--- config.mk ---
export PLATFORM = sky130hd
export DESIGN_NAME = rid_top
export DESIGN_NICKNAME = d
export VERILOG_FILES = /design/src/hw/rid_pkg.sv /design/src/hw/rid_debounce.sv /design/src/hw/rid_top.sv
export SDC_FILE = /design/constraint.sdc
export NUM_CORES = 1
export LEC_CHECK = 0
export BUFFER_PORTS_ARGS = -buffer_cell sky130_fd_sc_hd__clkbuf_2
export CORE_MARGIN = 3
export CORE_UTILIZATION = 51
export CTS_CLUSTER_SIZE = 28
export DETAILED_ROUTE_END_ITERATION = 8
export PLACE_DENSITY = 0.76
export SLEW_MARGIN = 20
export SYNTH_ARGS = -nofsm -noshare
export SYNTH_HDL_FRONTEND = slang
export SYNTH_SLANG_ARGS = --single-unit
--- constraint.sdc ---
create_clock -name aclk -period 2.59 [get_ports aclk]
set_input_delay 0.518 -clock aclk [delete_from_list [all_inputs] [get_ports aclk]]
set_output_delay 0.518 -clock aclk [all_outputs]
set_load 0.02 [all_outputs]
--- src/hw/rid_pkg.sv ---
package rid_pkg;
    // ************************************************************
    // register map (byte addresses)
    // ************************************************************
    localparam logic [5:0] ADDR_CTRL = 6'h00;
    localparam logic [5:0] ADDR_STAT = 6'h04;
    localparam logic [5:0] ADDR_IRQ = 6'h08;
    localparam logic [5:0] ADDR_MASK = 6'h0c;
    localparam logic [5:0] ADDR_NAME_LEN = 6'h10;
    localparam logic [5:0] ADDR_SEG = 6'h14;

    // ctrl fields
    localparam int CTRL_ILOCK_EN = 0;
    localparam int CTRL_PRESS_ONLY = 1;
    localparam int CTRL_ROTATE = 2;
    localparam int CTRL_LARGE_FIELD = 3;
    localparam int CTRL_REDUCED = 4;
    localparam int CTRL_TEST_MODE = 5;
    localparam int CTRL_SENDER = 6;
    localparam int CTRL_CODE_LO = 7;
    localparam logic [8:0] CTRL_RESET = 9'h001;

    // irq fields
    localparam int IRQ_BREAK = 0;
    localparam int IRQ_FAULT = 1;
    localparam int IRQ_RESET = 2;
    localparam int IRQ_NAME_TRUNC = 3;
    localparam int IRQ_W = 4;

    localparam logic [4:0] NAME_MAX = 5'h16;

    // ************************************************************
    // timing
    // ************************************************************
    localparam int CLK_MHZ = 100;
    localparam int DEBOUNCE_MS = 10;
    localparam int DEBOUNCE_CYC = DEBOUNCE_MS * 1000 * CLK_MHZ;
    localparam int STARTUP_MS = 2000;
    localparam int STARTUP_CYC = STARTUP_MS * 1000 * CLK_MHZ;

    // ************************************************************
    // seven-segment glyphs, bit order gfedcba
    // ************************************************************
    localparam logic [6:0] SEG_BLANK = 7'h00;
    localparam logic [6:0] SEG_U = 7'h3e;
    localparam logic [6:0] SEG_C1 = 7'h06;
    localparam logic [6:0] SEG_C2 = 7'h5b;
    localparam logic [6:0] SEG_H = 7'h76;
    localparam logic [6:0] SEG_R = 7'h50;
    localparam logic [6:0] SEG_ZERO = 7'h3f;
    localparam logic [6:0] SEG_ONE = 7'h06;
    localparam logic [6:0] SEG_TWO = 7'h5b;
    localparam logic [1:0] CODE_NONE = 2'h0;
    localparam logic [1:0] CODE_1 = 2'h1;
    localparam logic [1:0] CODE_2 = 2'h2;

    typedef enum logic [1:0] {ST_OFF, ST_WAIT, ST_ON} rid_state_t;
endpackage

--- src/hw/rid_debounce.sv ---
`timescale 1ns/10ps
module rid_debounce #(
    parameter int CYCLES = 1000000
) (
    input wire logic aclk,
    input wire logic aresetn,
    input wire logic raw,
    output logic clean
);
    typedef struct packed {
        logic s1;
        logic s2;
        logic stable;
        logic [31:0] cnt;
    } rid_db_t;

    rid_db_t q, d;

    always_comb
    begin
        d = q;
        d.s1 = raw;
        d.s2 = q.s1;
        if (q.s2 == q.stable)
        begin
            d.cnt = 32'h0;
        end
        else if (q.cnt >= 32'(CYCLES - 1))
        begin
            d.stable = q.s2;
            d.cnt = 32'h0;
        end
        else
        begin
            d.cnt = q.cnt + 32'h1;
        end
    end

    always_ff @(posedge aclk)
    begin
        if (!aresetn)
        begin
            q <= '0;
        end
        else
        begin
            q <= d;
        end
    end

    assign clean = q.stable;
endmodule

--- src/hw/rid_top.sv ---
// Our own choices: the register offsets and the AXI4-Lite interface to the registers.
`timescale 1ns/10ps
// How it works
// - broken beam drops outputs; interlock holds them
// - fault also drops outputs; interlock holds them until reset
// - interlock enable bit; off means follow beam
// - press-only or press-and-release reset mode
// - reset-required lamp lit while waiting
// - red lamp while outputs off
// - green lamp only while outputs on
// - beam coding shown only after power-up
// - large field code shown after power-up
// - reduced resolution or blanking code shown
// - alignment quality codes on poor alignment
// - sender shows test mode code
// - rotate bit; point lit only unrotated
// - names beyond 22 characters are truncated
// - accepted reset re-enables outputs, green
module rid_top #(
    parameter int DEBOUNCE_CYC = rid_pkg::DEBOUNCE_CYC,
    parameter int STARTUP_CYC = rid_pkg::STARTUP_CYC
) (
    input wire logic aclk,
    input wire logic aresetn,
    input wire logic [5:0] s_axi_awaddr,
    input wire logic s_axi_awvalid,
    output logic s_axi_awready,
    input wire logic [31:0] s_axi_wdata,
    input wire logic [3:0] s_axi_wstrb,
    input wire logic s_axi_wvalid,
    output logic s_axi_wready,
    output logic [1:0] s_axi_bresp,
    output logic s_axi_bvalid,
    input wire logic s_axi_bready,
    input wire logic [5:0] s_axi_araddr,
    input wire logic s_axi_arvalid,
    output logic s_axi_arready,
    output logic [31:0] s_axi_rdata,
    output logic [1:0] s_axi_rresp,
    output logic s_axi_rvalid,
    input wire logic s_axi_rready,
    input wire logic beam_clear,
    input wire logic fault,
    input wire logic reset_button,
    input wire logic [1:0] align_level,
    output logic switch_out,
    output logic reset_lamp,
    output logic led_red,
    output logic led_green,
    output logic [6:0] seg,
    output logic seg_dp,
    output logic irq
);
    // ************************************************************
    // state
    // ************************************************************
    typedef struct packed {
        logic aw_ok;
        logic [5:0] awaddr;
        logic w_ok;
        logic [31:0] wdata;
        logic bvalid;
        logic [1:0] bresp;
        logic rvalid;
        logic [31:0] rdata;
        logic [1:0] rresp;
        logic [8:0] ctrl;
        logic [rid_pkg::IRQ_W-1:0] sts;
        logic [rid_pkg::IRQ_W-1:0] mask;
        logic [4:0] name_len;
        rid_pkg::rid_state_t st;
        logic btn_prev;
        logic armed;
        logic [31:0] up_cnt;
        logic startup;
        logic b1, b2, f1, f2;
        logic [1:0] a1, a2;
        logic sw, lamp, red, green, dp, irq;
        logic awrdy, wrdy, arrdy;
        logic [6:0] seg;
    } rid_top_t;

    rid_top_t q, d;
    logic btn;
    logic press, release_ev, accept, trunc_ev;
    logic [6:0] glyph;

    // sync + debounce before any edge logic
    rid_debounce #(
        .CYCLES(DEBOUNCE_CYC)
    ) u_db (
        .aclk(aclk),
        .aresetn(aresetn),
        .raw(reset_button),
        .clean(btn)
    );

    // ************************************************************
    // next state
    // ************************************************************
    always_comb
    begin
        d = q;
        d.b1 = beam_clear;
        d.b2 = q.b1;
        d.f1 = fault;
        d.f2 = q.f1;
        d.a1 = align_level;
        d.a2 = q.a1;
        d.btn_prev = btn;
        press = btn && !q.btn_prev;
        release_ev = !btn && q.btn_prev;
        trunc_ev = 1'b0;

        // bus write: address and data in either order
        if (s_axi_awvalid && !q.aw_ok)
        begin
            d.aw_ok = 1'b1;
            d.awaddr = s_axi_awaddr;
        end
        if (s_axi_wvalid && !q.w_ok)
        begin
            d.w_ok = 1'b1;
            d.wdata = s_axi_wdata;
        end
        if (q.aw_ok && q.w_ok && !q.bvalid)
        begin
            d.aw_ok = 1'b0;
            d.w_ok = 1'b0;
            d.bvalid = 1'b1;
            d.bresp = 2'h0;
            case (q.awaddr)
                rid_pkg::ADDR_CTRL:
                    d.ctrl = q.wdata[8:0];
                rid_pkg::ADDR_MASK:
                    d.mask = q.wdata[rid_pkg::IRQ_W-1:0];
                rid_pkg::ADDR_NAME_LEN:
                begin
                    // over-long names clamp and flag
                    trunc_ev = q.wdata > 32'(rid_pkg::NAME_MAX);
                    d.name_len = trunc_ev ? rid_pkg::NAME_MAX : q.wdata[4:0];
                end
                rid_pkg::ADDR_STAT, rid_pkg::ADDR_IRQ, rid_pkg::ADDR_SEG:
                    d.bresp = 2'h0;
                default:
                    d.bresp = 2'h2;
            endcase
        end
        d.bvalid = d.bvalid && !(q.bvalid && s_axi_bready);

        // bus read; read of irq status clears it (sets below win)
        if (s_axi_arvalid && !q.rvalid)
        begin
            d.rvalid = 1'b1;
            d.rresp = 2'h0;
            d.rdata = 32'h0;
            case (s_axi_araddr)
                rid_pkg::ADDR_CTRL:
                    d.rdata = {23'h0, q.ctrl};
                rid_pkg::ADDR_STAT:
                    d.rdata = {27'h0, q.st, q.startup, q.sw, q.lamp};
                rid_pkg::ADDR_IRQ:
                begin
                    d.rdata = {28'h0, q.sts};
                    d.sts = '0;
                end
                rid_pkg::ADDR_MASK:
                    d.rdata = {28'h0, q.mask};
                rid_pkg::ADDR_NAME_LEN:
                    d.rdata = {27'h0, q.name_len};
                rid_pkg::ADDR_SEG:
                    d.rdata = {24'h0, q.dp, q.seg};
                default:
                    d.rresp = 2'h2;
            endcase
        end
        d.rvalid = d.rvalid && !(q.rvalid && s_axi_rready);
        // a truncation in a read-clear cycle still wins
        d.sts[rid_pkg::IRQ_NAME_TRUNC] |= trunc_ev;

        // power-up display window
        d.startup = q.startup && (q.up_cnt < 32'(STARTUP_CYC - 1));
        d.up_cnt = q.up_cnt + 32'(d.startup);

        // ************************************************************
        // interlock
        // ************************************************************
        accept = 1'b0;
        case (q.st)
            rid_pkg::ST_ON:
            begin
                if (!q.b2 || q.f2)
                begin
                    d.st = q.ctrl[rid_pkg::CTRL_ILOCK_EN] ?
                        rid_pkg::ST_WAIT : rid_pkg::ST_OFF;
                    d.sts[rid_pkg::IRQ_BREAK] |= !q.b2;
                    d.sts[rid_pkg::IRQ_FAULT] |= q.f2;
                end
            end
            rid_pkg::ST_OFF:
            begin
                // external interlock does the restart
                if (q.b2 && !q.f2)
                begin
                    d.st = q.ctrl[rid_pkg::CTRL_ILOCK_EN] ?
                        rid_pkg::ST_WAIT : rid_pkg::ST_ON;
                end
            end
            rid_pkg::ST_WAIT:
            begin
                if (q.ctrl[rid_pkg::CTRL_PRESS_ONLY])
                begin
                    accept = press;
                end
                else
                begin
                    d.armed = q.armed || press;
                    accept = release_ev && q.armed;
                end
                if (!q.ctrl[rid_pkg::CTRL_ILOCK_EN])
                begin
                    d.st = rid_pkg::ST_OFF;
                    d.armed = 1'b0;
                end
                else if (accept && q.b2 && !q.f2)
                begin
                    d.st = rid_pkg::ST_ON;
                    d.armed = 1'b0;
                    d.sts[rid_pkg::IRQ_RESET] = 1'b1;
                end
            end
            default:
                d.st = rid_pkg::ST_OFF;
        endcase
        if (q.st != rid_pkg::ST_ON && q.st == d.st
            && (!q.b2 || q.f2))
        begin
            d.armed = 1'b0;
        end

        // ************************************************************
        // indicators, from next state so they move with the state
        // ************************************************************
        d.sw = (d.st == rid_pkg::ST_ON);
        d.lamp = (d.st == rid_pkg::ST_WAIT);
        d.red = (d.st != rid_pkg::ST_ON);
        d.green = (d.st == rid_pkg::ST_ON) && !q.f2;
        glyph = rid_pkg::SEG_BLANK;
        if (q.ctrl[rid_pkg::CTRL_SENDER] && q.ctrl[rid_pkg::CTRL_TEST_MODE])
        begin
            glyph = rid_pkg::SEG_ZERO;
        end
        else if (q.startup && q.ctrl[rid_pkg::CTRL_LARGE_FIELD]
                 && !q.ctrl[rid_pkg::CTRL_SENDER])
        begin
            glyph = rid_pkg::SEG_H;
        end
        else if (q.startup)
        begin
            case (q.ctrl[rid_pkg::CTRL_CODE_LO +: 2])
                rid_pkg::CODE_1: glyph = rid_pkg::SEG_C1;
                rid_pkg::CODE_2: glyph = rid_pkg::SEG_C2;
                default: glyph = rid_pkg::SEG_U;
            endcase
        end
        else if (!q.ctrl[rid_pkg::CTRL_SENDER] && q.a2 != 2'h0)
        begin
            // weaker signal, lower digit
            case (q.a2)
                2'h1: glyph = rid_pkg::SEG_TWO;
                2'h2: glyph = rid_pkg::SEG_ONE;
                default: glyph = rid_pkg::SEG_ZERO;
            endcase
        end
        else if (!q.ctrl[rid_pkg::CTRL_SENDER]
                 && q.ctrl[rid_pkg::CTRL_REDUCED])
        begin
            glyph = rid_pkg::SEG_R;
        end
        // rotation: swap a<->d, b<->e, c<->f, g stays
        if (q.ctrl[rid_pkg::CTRL_ROTATE])
        begin
            d.seg = {glyph[6], glyph[2], glyph[1], glyph[0],
                     glyph[5], glyph[4], glyph[3]};
        end
        else
        begin
            d.seg = glyph;
        end
        d.dp = !q.ctrl[rid_pkg::CTRL_ROTATE];
        d.irq = |(d.sts & q.mask);
        d.awrdy = !d.aw_ok;
        d.wrdy = !d.w_ok;
        d.arrdy = !d.rvalid;
    end

    always_ff @(posedge aclk)
    begin
        if (!aresetn)
        begin
            q <= '0;
            q.ctrl <= rid_pkg::CTRL_RESET;
            q.awrdy <= 1'b1;
            q.wrdy <= 1'b1;
            q.arrdy <= 1'b1;
            q.startup <= 1'b1;
            q.red <= 1'b1;
            q.dp <= 1'b1;
        end
        else
        begin
            q <= d;
        end
    end

    assign s_axi_awready = q.awrdy;
    assign s_axi_wready = q.wrdy;
    assign s_axi_bvalid = q.bvalid;
    assign s_axi_bresp = q.bresp;
    assign s_axi_arready = q.arrdy;
    assign s_axi_rvalid = q.rvalid;
    assign s_axi_rdata = q.rdata;
    assign s_axi_rresp = q.rresp;
    assign switch_out = q.sw;
    assign reset_lamp = q.lamp;
    assign led_red = q.red;
    assign led_green = q.green;
    assign seg = q.seg;
    assign seg_dp = q.dp;
    assign irq = q.irq;
endmodule

==> results of run 1 <==
-- cell usage after synthesis, drive strengths merged (3+ instances only) --
cell     count  share of area [%]
dfxtp      171                 47
nand2      102                5.3
nor2        92                4.7
a21oi       53                3.6
buf         51                5.3
clkbuf      32                1.7
xor2        30                3.6
nand4       26                2.2
mux2i       25                3.4
inv         21                1.1
nand3       20                1.4
and2        16                1.4
nor3        16                1.2
xnor2       16                1.9
and3        14                1.2
o21ai       14               0.96
mux2        13                2.0
nand2b      13                1.1
nor4        13                1.1
ha           9                1.5
a221oi       7               0.93
a211oi       5               0.52
nor2b        5               0.43
a32oi        4               0.48
and4         4               0.48
or3          4               0.34
o2111ai      3               0.36
o221a        3               0.46
o22ai        3               0.26
or2          3               0.26
-- repair_timing --
item,CTS,global route
pin swaps,3,10
buffers inserted,2,5
resized for setup,6,11
setup endpoints to repair,21,24
-- worst max-delay path, delay by kind of cell (launching register included) --
| kind | cells | cell delay, ps |
|---|---|---|
| buffers and inverters | 1 | 180 |
| and+or+nand+nor | 6 | 1380 |
| xor gates and xnor gates | 1 | 200 |
| adders and majority gates | 2 | 340 |
| AOI/OAI and AO/OA | 1 | 170 |
| DFF | 1 | 320 |
-- final timing paths --
check | start | endpoint | slack (ps) | cells after the start
setup / recovery | q[35] | q[37] | -120 | 11
hold / removal | beam_clear | d[22] | 300 | 2
setup reg to reg | q[35] | q[37] | -120 | 11
hold reg to reg | d[22] | q[22] | 430 | 1
-- cell families after synthesis --
group / Yosys count
AND/OR/NAND/NOR: 339
flip-flops: 171
AO/OA/AOI/OAI: 111
buffers and inverters: 104
XOR/XNOR: 46
multiplexers: 38
adder cells (fa/ha/maj): 9
other: 1
-- final cells by class --
| cell class | instances | area share (%) |
|---|---|---|
| Tap cell | 180 | 2.65 |
| Timing Repair Buffer | 117 | 8.02 |
| Clock buffer | 21 | 5.54 |
| Multi-Input combinational cell | 580 | 41.2 |
| Sequential cell | 171 | 40.3 |
| Inverter | 21 | 0.928 |
| Clock inverter | 11 | 1.39 |
-- sequential cells by signal, summed over array words and instances, names as in the netlist, 4 cells and up --
name         cells
q              103
u_db.q          33
s_axi_rdata      9
seg              7
d                4
-- metal layers --
metal  GRT usage (%)  up-vias  routed length, um
met4            6.38        0                234
met2            30.4      144               7130
li1                -     2909                  -
met3            4.70       21                751
met5               0        -                  0
met1            25.5     2687               7170
-- stage by stage --
step / hold WS (ps) / setup TNS [ps] / worst slack (ps) / instances
final: 296 / -793 / -117 / 1101
after global routing: 291 / -2680 / -229 / 1101
after CTS: 284 / -201 / -49.3 / 1096
after detailed placement: 419 / -191 / -51.0 / 1062
after global placement: 417 / 0 / 0.997 / 1062
after floorplan: 412 / 0 / 2.82 / 855
-- report_power, final --
group / internal (W) / leakage, nW / switching, W / total, W
registers: 0.00271 / 1.40 / 0.0000557 / 0.00277
clock network: 0.00149 / 0.289 / 0.00100 / 0.00250
logic: 0.000142 / 1.72 / 0.000228 / 0.000370
total: 0.00435 / 3.41 / 0.00129 / 0.00563
==> run_results.csv, run 1 <==
group,metric,value,unit
outcome,status,"complete, but fails checks",
outcome,violations,"setup timing",
synth,synth_fa_ha_area_share,1.55,%
synth,synth_edf_count,0,
synth,yosys_warnings,0,
final_layout,area_delta_synth_final,16.7,%
synth,syn-cell-area,0.00728,mm^2
synth,synth_mux_area_share,5.45,%
flow_run,maxCapViolations,0,
cts,clock_path_buffers,2,
setup_path,arrival,3010,ps
detailed_routing,drt-vias-per-instance,5.23,
timing,fin_crit_sh,105,%
timing,clock_skew,4.84,ps
synth,synthSimpleGateAreaFrac,22.5,%
floorplanning,pin_count,114,
detailed_routing,ant_nets,0,
setup_path,worstSetupStartpointType,"flop",
synth,synth_cell_types,58,
detailed_routing,dr.pass1.iters,5,
final_layout,mostFrequentLayoutCells,"170 x dfxtp_1, 102 x nand2_1, 92 x nor2_1, 84 x clkbuf_2, 52 x a21oi_1",
detailed_routing,routedWlPerCell,13.9,um
final_layout,diodes,0,
cts,clock_latency,420,ps
final_layout,final_common_cell,"dfxtp_1",
setup_path,cp_cell_sequence,"or4_4 > or3_4 > a21oi_4 > ha_4 > ha_4 > nand3_4 > nor3_2 > buf_4 > nand4_1 > xor2_1 > nor2_1",
place,place_congestion,0.864,
synth,synth_compound_area_share,9.80,%
cts,cts_hold_buf,0,
floorplanning,start_util,52.2,%
grt,grt_use_total,19.1,%
final_layout,utilization,60.9,%
cts,cts_sinks,171,
min_path,hp-class,"input port to flop",
synth,async_flop_share,0,%
setup_path,crit_path_top_delay_cell,"or4_4",
final_layout,regArea,0.00342,mm^2
grt,antenna_found_initial,0,
timing,fmax,369,MHz
synth,synth_xor_area_share,5.54,%
place,place_area,0.00776,mm^2
final_layout,layout.nets,977,
detailed_routing,remaining_drc_errors,0,
synth,synth_top_family_by_area,"simple AND/OR/NAND/NOR gates",
floorplanning,dieArea,0.0157,mm^2
floorplanning,die_w,125,um
grt,grt_overflow,0,
grt,grt_pass1_wl,24900,um
cts,tritoncts,"done",
synth,synth_ff_type,"dfxtp_1",
grt,grt_pass1_vias,5318,
synth,ys_ff_latch,171,
place,hpwl,10500,um
final_layout,finalInstanceArea,0.00849,mm^2
place,io_buffer_count,84,
pwr,powerDensity,663,mW/mm^2
synth,synthCells,819,
timing,drv_slew,0,
timing,finalCriticalPeriod,2710,ps
timing,hold_viol,0,
detailed_routing,vias,5761,
setup_path,cp-end-kind,"flop",
timing,worst_slew_pin_slew,653,ps
timing,setup_viol,15,
floorplanning,die_h,125,um
pwr,leakage,3.41,nW
final_layout,fill_cells,1220,
synth,synth.avg_cell_area,8.89,um^2
setup_path,cp_data_required_time,2900,ps
pwr,finalPower,0.00563,W
floorplanning,row_count,43,
final_layout,drive_above_1_share,20.2,%
synth,ys_seq_area_share,47.0,%
detailed_routing,wirelength,15300,um
pwr,vdd_drop_max,473,uV
setup_path,cpPeakStageDelay,520,ps
cts,h-tree-depth,4,
final_layout,multi_input_area,0.00349,mm^2
timing,rsz0062_at_grt,"yes",
timing,maxSlewHeadroom,56.4,%
floorplanning,core_area,0.0139,mm^2
detailed_routing,drt_iter0_drc,369,
cts,numCtsBuffers,17,
cts,cts_root_buffer,"clkbuf_16",
timing,setup_slack,-117,ps
setup_path,path_max_fanout,8,
cts,clk_pin_slew_worst_paths,60,ps
grt,grt_max_degree,33,
setup_path,critPathKind,"flop to flop",
setup_path,cp_common_cell,"ha_4",
(Power assumes the default switching activity.)
==> run 2: changes to the inputs <==
Settings changed: CORE_UTILIZATION 51 to 40, PLACE_DENSITY 0.76 to default.
==> run 2 against run 1 <==
Against the previous run: the flow now finishes without violations; maximum frequency increased by 5.2%; cell count increased by 4.2%; non-clock buffer count up 1; worst hold slack about the same; sequential power about the same; via count shrank 2.3%; power decreased by 0.65%; count of clock-buffer cells in the layout down 2; die area rose by 26%; critical path type unchanged; largest cell class unchanged.
==> run_results.csv, run 2 (same netlist as run 1, synthesis figures left out) <==
group,metric,value,unit
final_layout,layout.nets,978,
timing,finalCriticalPeriod,2570,ps
cts,clk_pin_slew_worst_paths,70,ps
timing,drv_slew,0,
detailed_routing,drt_iter0_drc,296,
timing,maxSlewHeadroom,55.6,%
grt,grt_pass1_wl,26400,um
grt,antenna_found_initial,0,
timing,rsz0062_at_grt,"yes",
cts,tritoncts,"done",
pwr,p_sw,0.00142,W
pwr,leakage,3.40,nW
setup_path,cpPeakStageDelay,510,ps
cts,cts_sinks,171,
grt,grt_overflow,0,
cts,cts_root_buffer,"clkbuf_16",
grt,grt_pass1_vias,5357,
pwr,p_int,0.00417,W
timing,setup_viol,0,
final_layout,utilization,48.8,%
cts,clock_path_buffers,2,
detailed_routing,wirelength,16000,um
pwr,clkPwrFrac,44.0,%
min_path,hp-class,"input port to flop",
timing,worst_slew_pin_slew,664,ps
grt,grt_use_total,16.5,%
setup_path,path_max_fanout,8,
setup_path,cp-end-kind,"flop",
floorplanning,core_area,0.0175,mm^2
place,io_buffer_count,84,
place,place_congestion,0.803,
floorplanning,start_util,41.5,%
place,hpwl,11200,um
cts,cts_hold_buf,0,
detailed_routing,remaining_drc_errors,0,
final_layout,largest_register,"q",
final_layout,area_delta_synth_final,17.5,%
floorplanning,dieArea,0.0199,mm^2
setup_path,worstSetupStartpointType,"flop",
setup_path,cp_num_buf_inv,1,
floorplanning,die_w,141,um
detailed_routing,ant_nets,0,
timing,fin_crit_sh,99.4,%
final_layout,final_cells,1147,
final_layout,fill_cells,1707,
pwr,switching_share,25.4,%
final_layout,diodes,0,
setup_path,cp_common_cell,"ha_4",
floorplanning,pin_count,114,
pwr,seqPwrFrac,49.4,%
place,dp.cells,1108,
detailed_routing,vias,5627,
cts,h-tree-depth,4,
flow_run,maxCapViolations,0,
final_layout,mostFrequentLayoutCells,"169 x dfxtp_1, 102 x nand2_1, 92 x nor2_1, 84 x clkbuf_2, 52 x a21oi_1",
cts,clock_latency,430,ps
pwr,powerDensity,655,mW/mm^2
final_layout,drive_above_1_share,20.4,%
setup_path,arrival,2870,ps
setup_path,cp_cell_sequence,"or4_4 > or3_4 > a21oi_4 > ha_4 > ha_4 > nand3_4 > nor3_4 > buf_6 > nand4_1 > xor2_1 > nor2_1",
timing,hold_viol,0,
setup_path,crit_family,"simple AND/OR/NAND/NOR gates",
timing,fmax,388,MHz
floorplanning,die_h,141,um
final_layout,largest_register_ffs,103,
grt,grt_max_degree,57,
floorplanning,row_count,48,
timing,clock_skew,11.0,ps
pwr,vdd_drop_max,479,uV
detailed_routing,dr.pass1.iters,4,
outcome,status,"completed",
detailed_routing,routedWlPerCell,13.9,um
setup_path,crit_path_top_delay_cell,"or4_4",
setup_path,cp_data_required_time,2880,ps
pwr,comb_power_share,6.5,%
detailed_routing,drt-vias-per-instance,4.91,
final_layout,final_common_cell,"dfxtp_1",
setup_path,critPathKind,"flop to flop",
cts,numCtsBuffers,17,
run 2: cell types whose count changed in the layout (fill, tap and decap cells not counted), moves of 2 or more:
| cell | change |
|---|---|
| clkinv_2 | -5 |
| bufinv_16 | -2 |
| inv_6 | +6 |
| inv_8 | +3 |
run 2: layout make-up:
cell class	instances	area [um^2]	share of cell area, %
multi-input combinational	580	3490	40.8
sequential	171	3430	40.1
timing repair buffer	118	704	8.24
clock buffer	19	453	5.30
tap	225	282	3.29
clock inverter	13	119	1.39
inverter	21	78.8	0.922
run 2: path summary, 6_finish.rpt:
kind         slack [ps]   from    end  cells past startpoint
max                  20  q[37]  q[37]                     11
min                 300  fault  d[20]                      2
max reg2reg          20  q[37]  q[37]                     11
min reg2reg         430  d[17]  q[17]                      1
run 2: metrics by stage:
stage                     total power, W  hold WS (ps)  worst slack, ps  instance area [um^2]  TNS (ps)
after floorplan                  0.00310           412             2.82                  7420         0
after global placement           0.00318           415             -103                  7840      -646
after detailed placement         0.00319           419             -130                  7840     -1310
after CTS                        0.00566           277            -49.6                  8480      -175
after global routing             0.00583           286             -108                  8550     -1240
final                            0.00560           296             15.3                  8550         0
run 2: power groups by stage:
stage	combinational, W	sequential (W)	clock [W]
3_5_place_dp	0.000362	0.00283	0
6_report	0.000365	0.00277	0.00246
3_3_place_gp	0.000359	0.00282	0
2_1_floorplan	0.000287	0.00281	0
5_1_grt	0.000412	0.00278	0.00264
4_1_cts	0.000367	0.00277	0.00253
run 2: layer usage:
metal | routed length (um) | global-route usage (%) | vias to the layer above
li1 | - | - | 2923
met1 | 7790 | 22.2 | 2592
met2 | 7350 | 26.1 | 96
met3 | 626 | 4.04 | 16
met4 | 218 | 5.51 | 0
met5 | 0 | 0 | -
run 2: timing repair:
action | in CTS | in global routing
setup endpoints to repair | 22 | 22
resized for setup | 9 | 8
pin swaps | 7 | 16
setup buffers | 3 | 4
==> run 3: changes to the inputs <==
Settings changed: CELL_PAD_IN_SITES_DETAIL_PLACEMENT from default to 1, CELL_PAD_IN_SITES_GLOBAL_PLACEMENT from default to 1, CORE_UTILIZATION 40 to 39, PLACE_DENSITY_LB_ADDON from default to 0.1.
==> run 3 against run 2 <==
Against the previous run: the run now ends with setup timing left; worst setup slack worse by 120 ps; register-to-register slack worse by 120 ps; cell count about the same; clock skew down 1.4 ps; sequential share of layout area down 0.33 points; sequential power about the same; global-route usage up 1.8 points; non-clock buffer count down 3; wire length up 15%; count of clock-buffer cells in the layout up 4; critical endpoint is now q[39]; largest power group unchanged.
==> run_results.csv, run 3 (same netlist as run 1, synthesis figures left out) <==
group,metric,value,unit
final_layout,diodes,0,
setup_path,timing.rr.start,"q[37]",
pwr,vdd_drop_max,434,uV
timing,drv_slew,0,
place,hpwl,13200,um
grt,antenna_found_initial,0,
floorplanning,row_count,49,
place,dp_slack,-160,ps
timing,maxSlewHeadroom,52.9,%
grt,grt_overflow,0,
final_layout,final_common_cell,"dfxtp_1",
setup_path,critPathKind,"flop to flop",
cts,tritoncts,"done",
setup_path,cp_data_required_time,2940,ps
timing,finalCriticalPeriod,2690,ps
final_layout,finalInstanceArea,0.00862,mm^2
flow_run,maxCapViolations,0,
detailed_routing,wirelength,18400,um
cts,cts_root_buffer,"clkbuf_16",
cts,cts_hold_buf,0,
outcome,status,"complete, but fails checks",
cts,cts_sinks,171,
detailed_routing,drt_iter0_drc,222,
final_layout,layout.nets,975,
cts,clock_latency,420,ps
setup_path,reg2reg_depth,9,
final_layout,final_cells,1148,
final_layout,largest_register,"q",
grt,grt_max_degree,65,
pwr,powerDensity,678,mW/mm^2
final_layout,largest_register_ffs,103,
timing,fin_crit_sh,104,%
floorplanning,die_w,143,um
timing,rsz0062_at_grt,"yes",
setup_path,reg2reg_to,"q[39]",
grt,grt_pass1_vias,6195,
setup_path,path_max_fanout,4,
grt,grt_pass1_wl,30300,um
floorplanning,pin_count,114,
timing,hold_viol,0,
cts,clk_pin_slew_worst_paths,60,ps
detailed_routing,routedWlPerCell,16.0,um
place,place_congestion,0.782,
cts,h-tree-depth,4,
grt,top_usage_layer,"met2",
place,place_area,0.00785,mm^2
place,dp.cells,1112,
setup_path,cp-end-kind,"flop",
cts,numCtsBuffers,17,
grt,grt_use_total,18.3,%
pwr,leakage,3.42,nW
timing,setup_viol,14,
final_layout,regArea,0.00342,mm^2
place,io_buffer_count,84,
cts,clock_path_buffers,2,
detailed_routing,dr.pass1.iters,4,
setup_path,worstSetupStartpointType,"flop",
detailed_routing,remaining_drc_errors,0,
detailed_routing,ant_nets,0,
floorplanning,dieArea,0.0203,mm^2
floorplanning,core_area,0.0181,mm^2
final_layout,fill_cells,2127,
timing,clock_skew,9.56,ps
timing,worst_slew_pin_slew,706,ps
grt,use_met3,4.09,%
final_layout,multi_input_area,0.00351,mm^2
final_layout,drive_above_1_share,20.5,%
timing,fmax,371,MHz
final_layout,mostFrequentLayoutCells,"170 x dfxtp_1, 101 x nand2_1, 92 x nor2_1, 84 x clkbuf_2, 52 x a21oi_1",
timing,setup_slack,-105,ps
min_path,hp-class,"input port to flop",
setup_path,critPathCapture,"q[39]",
pwr,finalPower,0.00584,W
setup_path,r2r_slack,-100,ps
detailed_routing,vias,5859,
setup_path,startpoint,"q[37]",
outcome,violations,"setup timing",
grt,gr-usage-met1,22.7,%
floorplanning,start_util,40.1,%
setup_path,arrival,3040,ps
final_layout,area_delta_synth_final,18.4,%
floorplanning,die_h,143,um
grt,grt.met2_usage,32.7,%
timing,fin_hold_ws,310,ps
detailed_routing,drt-vias-per-instance,5.10,
==> run 3: cell count changes in the layout (fill, tap and decap cells not counted), moves of 3 or more <==
| cell | delta |
|---|---|
| buf_4 | -3 |
| bufinv_16 | +3 |
| inv_8 | -3 |
| clkbuf_8 | +3 |
| inv_6 | -7 |
==> run 3: layout make-up <==
cell class	count	area share [%]
multi-input cells	580	40.8
flip-flops and latches	171	39.7
repair buffers	115	7.91
clock buffers	23	5.78
well taps	229	3.33
clock inverters	9	1.57
inverters	21	0.915
==> run 3: critical path, cell delays in order, from the launching register on <==
cell,delay (ps)
dfxtp_2,320
or4_4,510
or3_4,390
a21oi_4,190
ha_4,180
ha_4,160
and3_1,180
nand4_1,180
or3_1,350
a21oi_1,160
==> run 3: how the worst min path moves through the flow <==
stage	from	end	slack [ps]	cells past startpoint
floorplan	d[16]	q[16]	410	1
global placement	d[17]	q[17]	420	1
detailed placement	u_db.d[33]	u_db.q[33]	420	1
CTS	align_level[1]	d[17]	300	2
global route	align_level[0]	d[16]	300	2
finish	align_level[1]	d[17]	310	2
==> run 3: per-layer routing <==
layer  wire length [um]  up-vias  share of wire, %
met4                141        0              0.77
met1               8320     2857                45
met5                  0        -                 0
li1                   -     2903                 -
met2               9290       86                50
met3                663       13               3.6
==> run 3: per-stage QoR <==
stage | utilization [%] | TNS [ps]
global placement | 43.2 | -266
global route | 47.5 | -2420
finish | 47.5 | -512
floorplan | - | 0
CTS | 47.0 | -727
detailed placement | 43.2 | -1680
==> run 3: what timing repair did <==
item / in CTS / in global routing
endpoints found under the hold margin: 0 / 0
pin swaps: 4 / 7
gates cloned: 0 / 0
gates resized for setup: 7 / 14
setup endpoints to repair: 21 / 25
setup buffers: 2 / 2
==> run 3: power by group <==
part / internal [W] / leakage (nW) / switching, W / total [W]
clock: 0.00165 / 0.302 / 0.00104 / 0.00269
sequential: 0.00271 / 1.40 / 0.0000597 / 0.00277
combinational: 0.000141 / 1.73 / 0.000234 / 0.000375
total: 0.00450 / 3.42 / 0.00134 / 0.00584
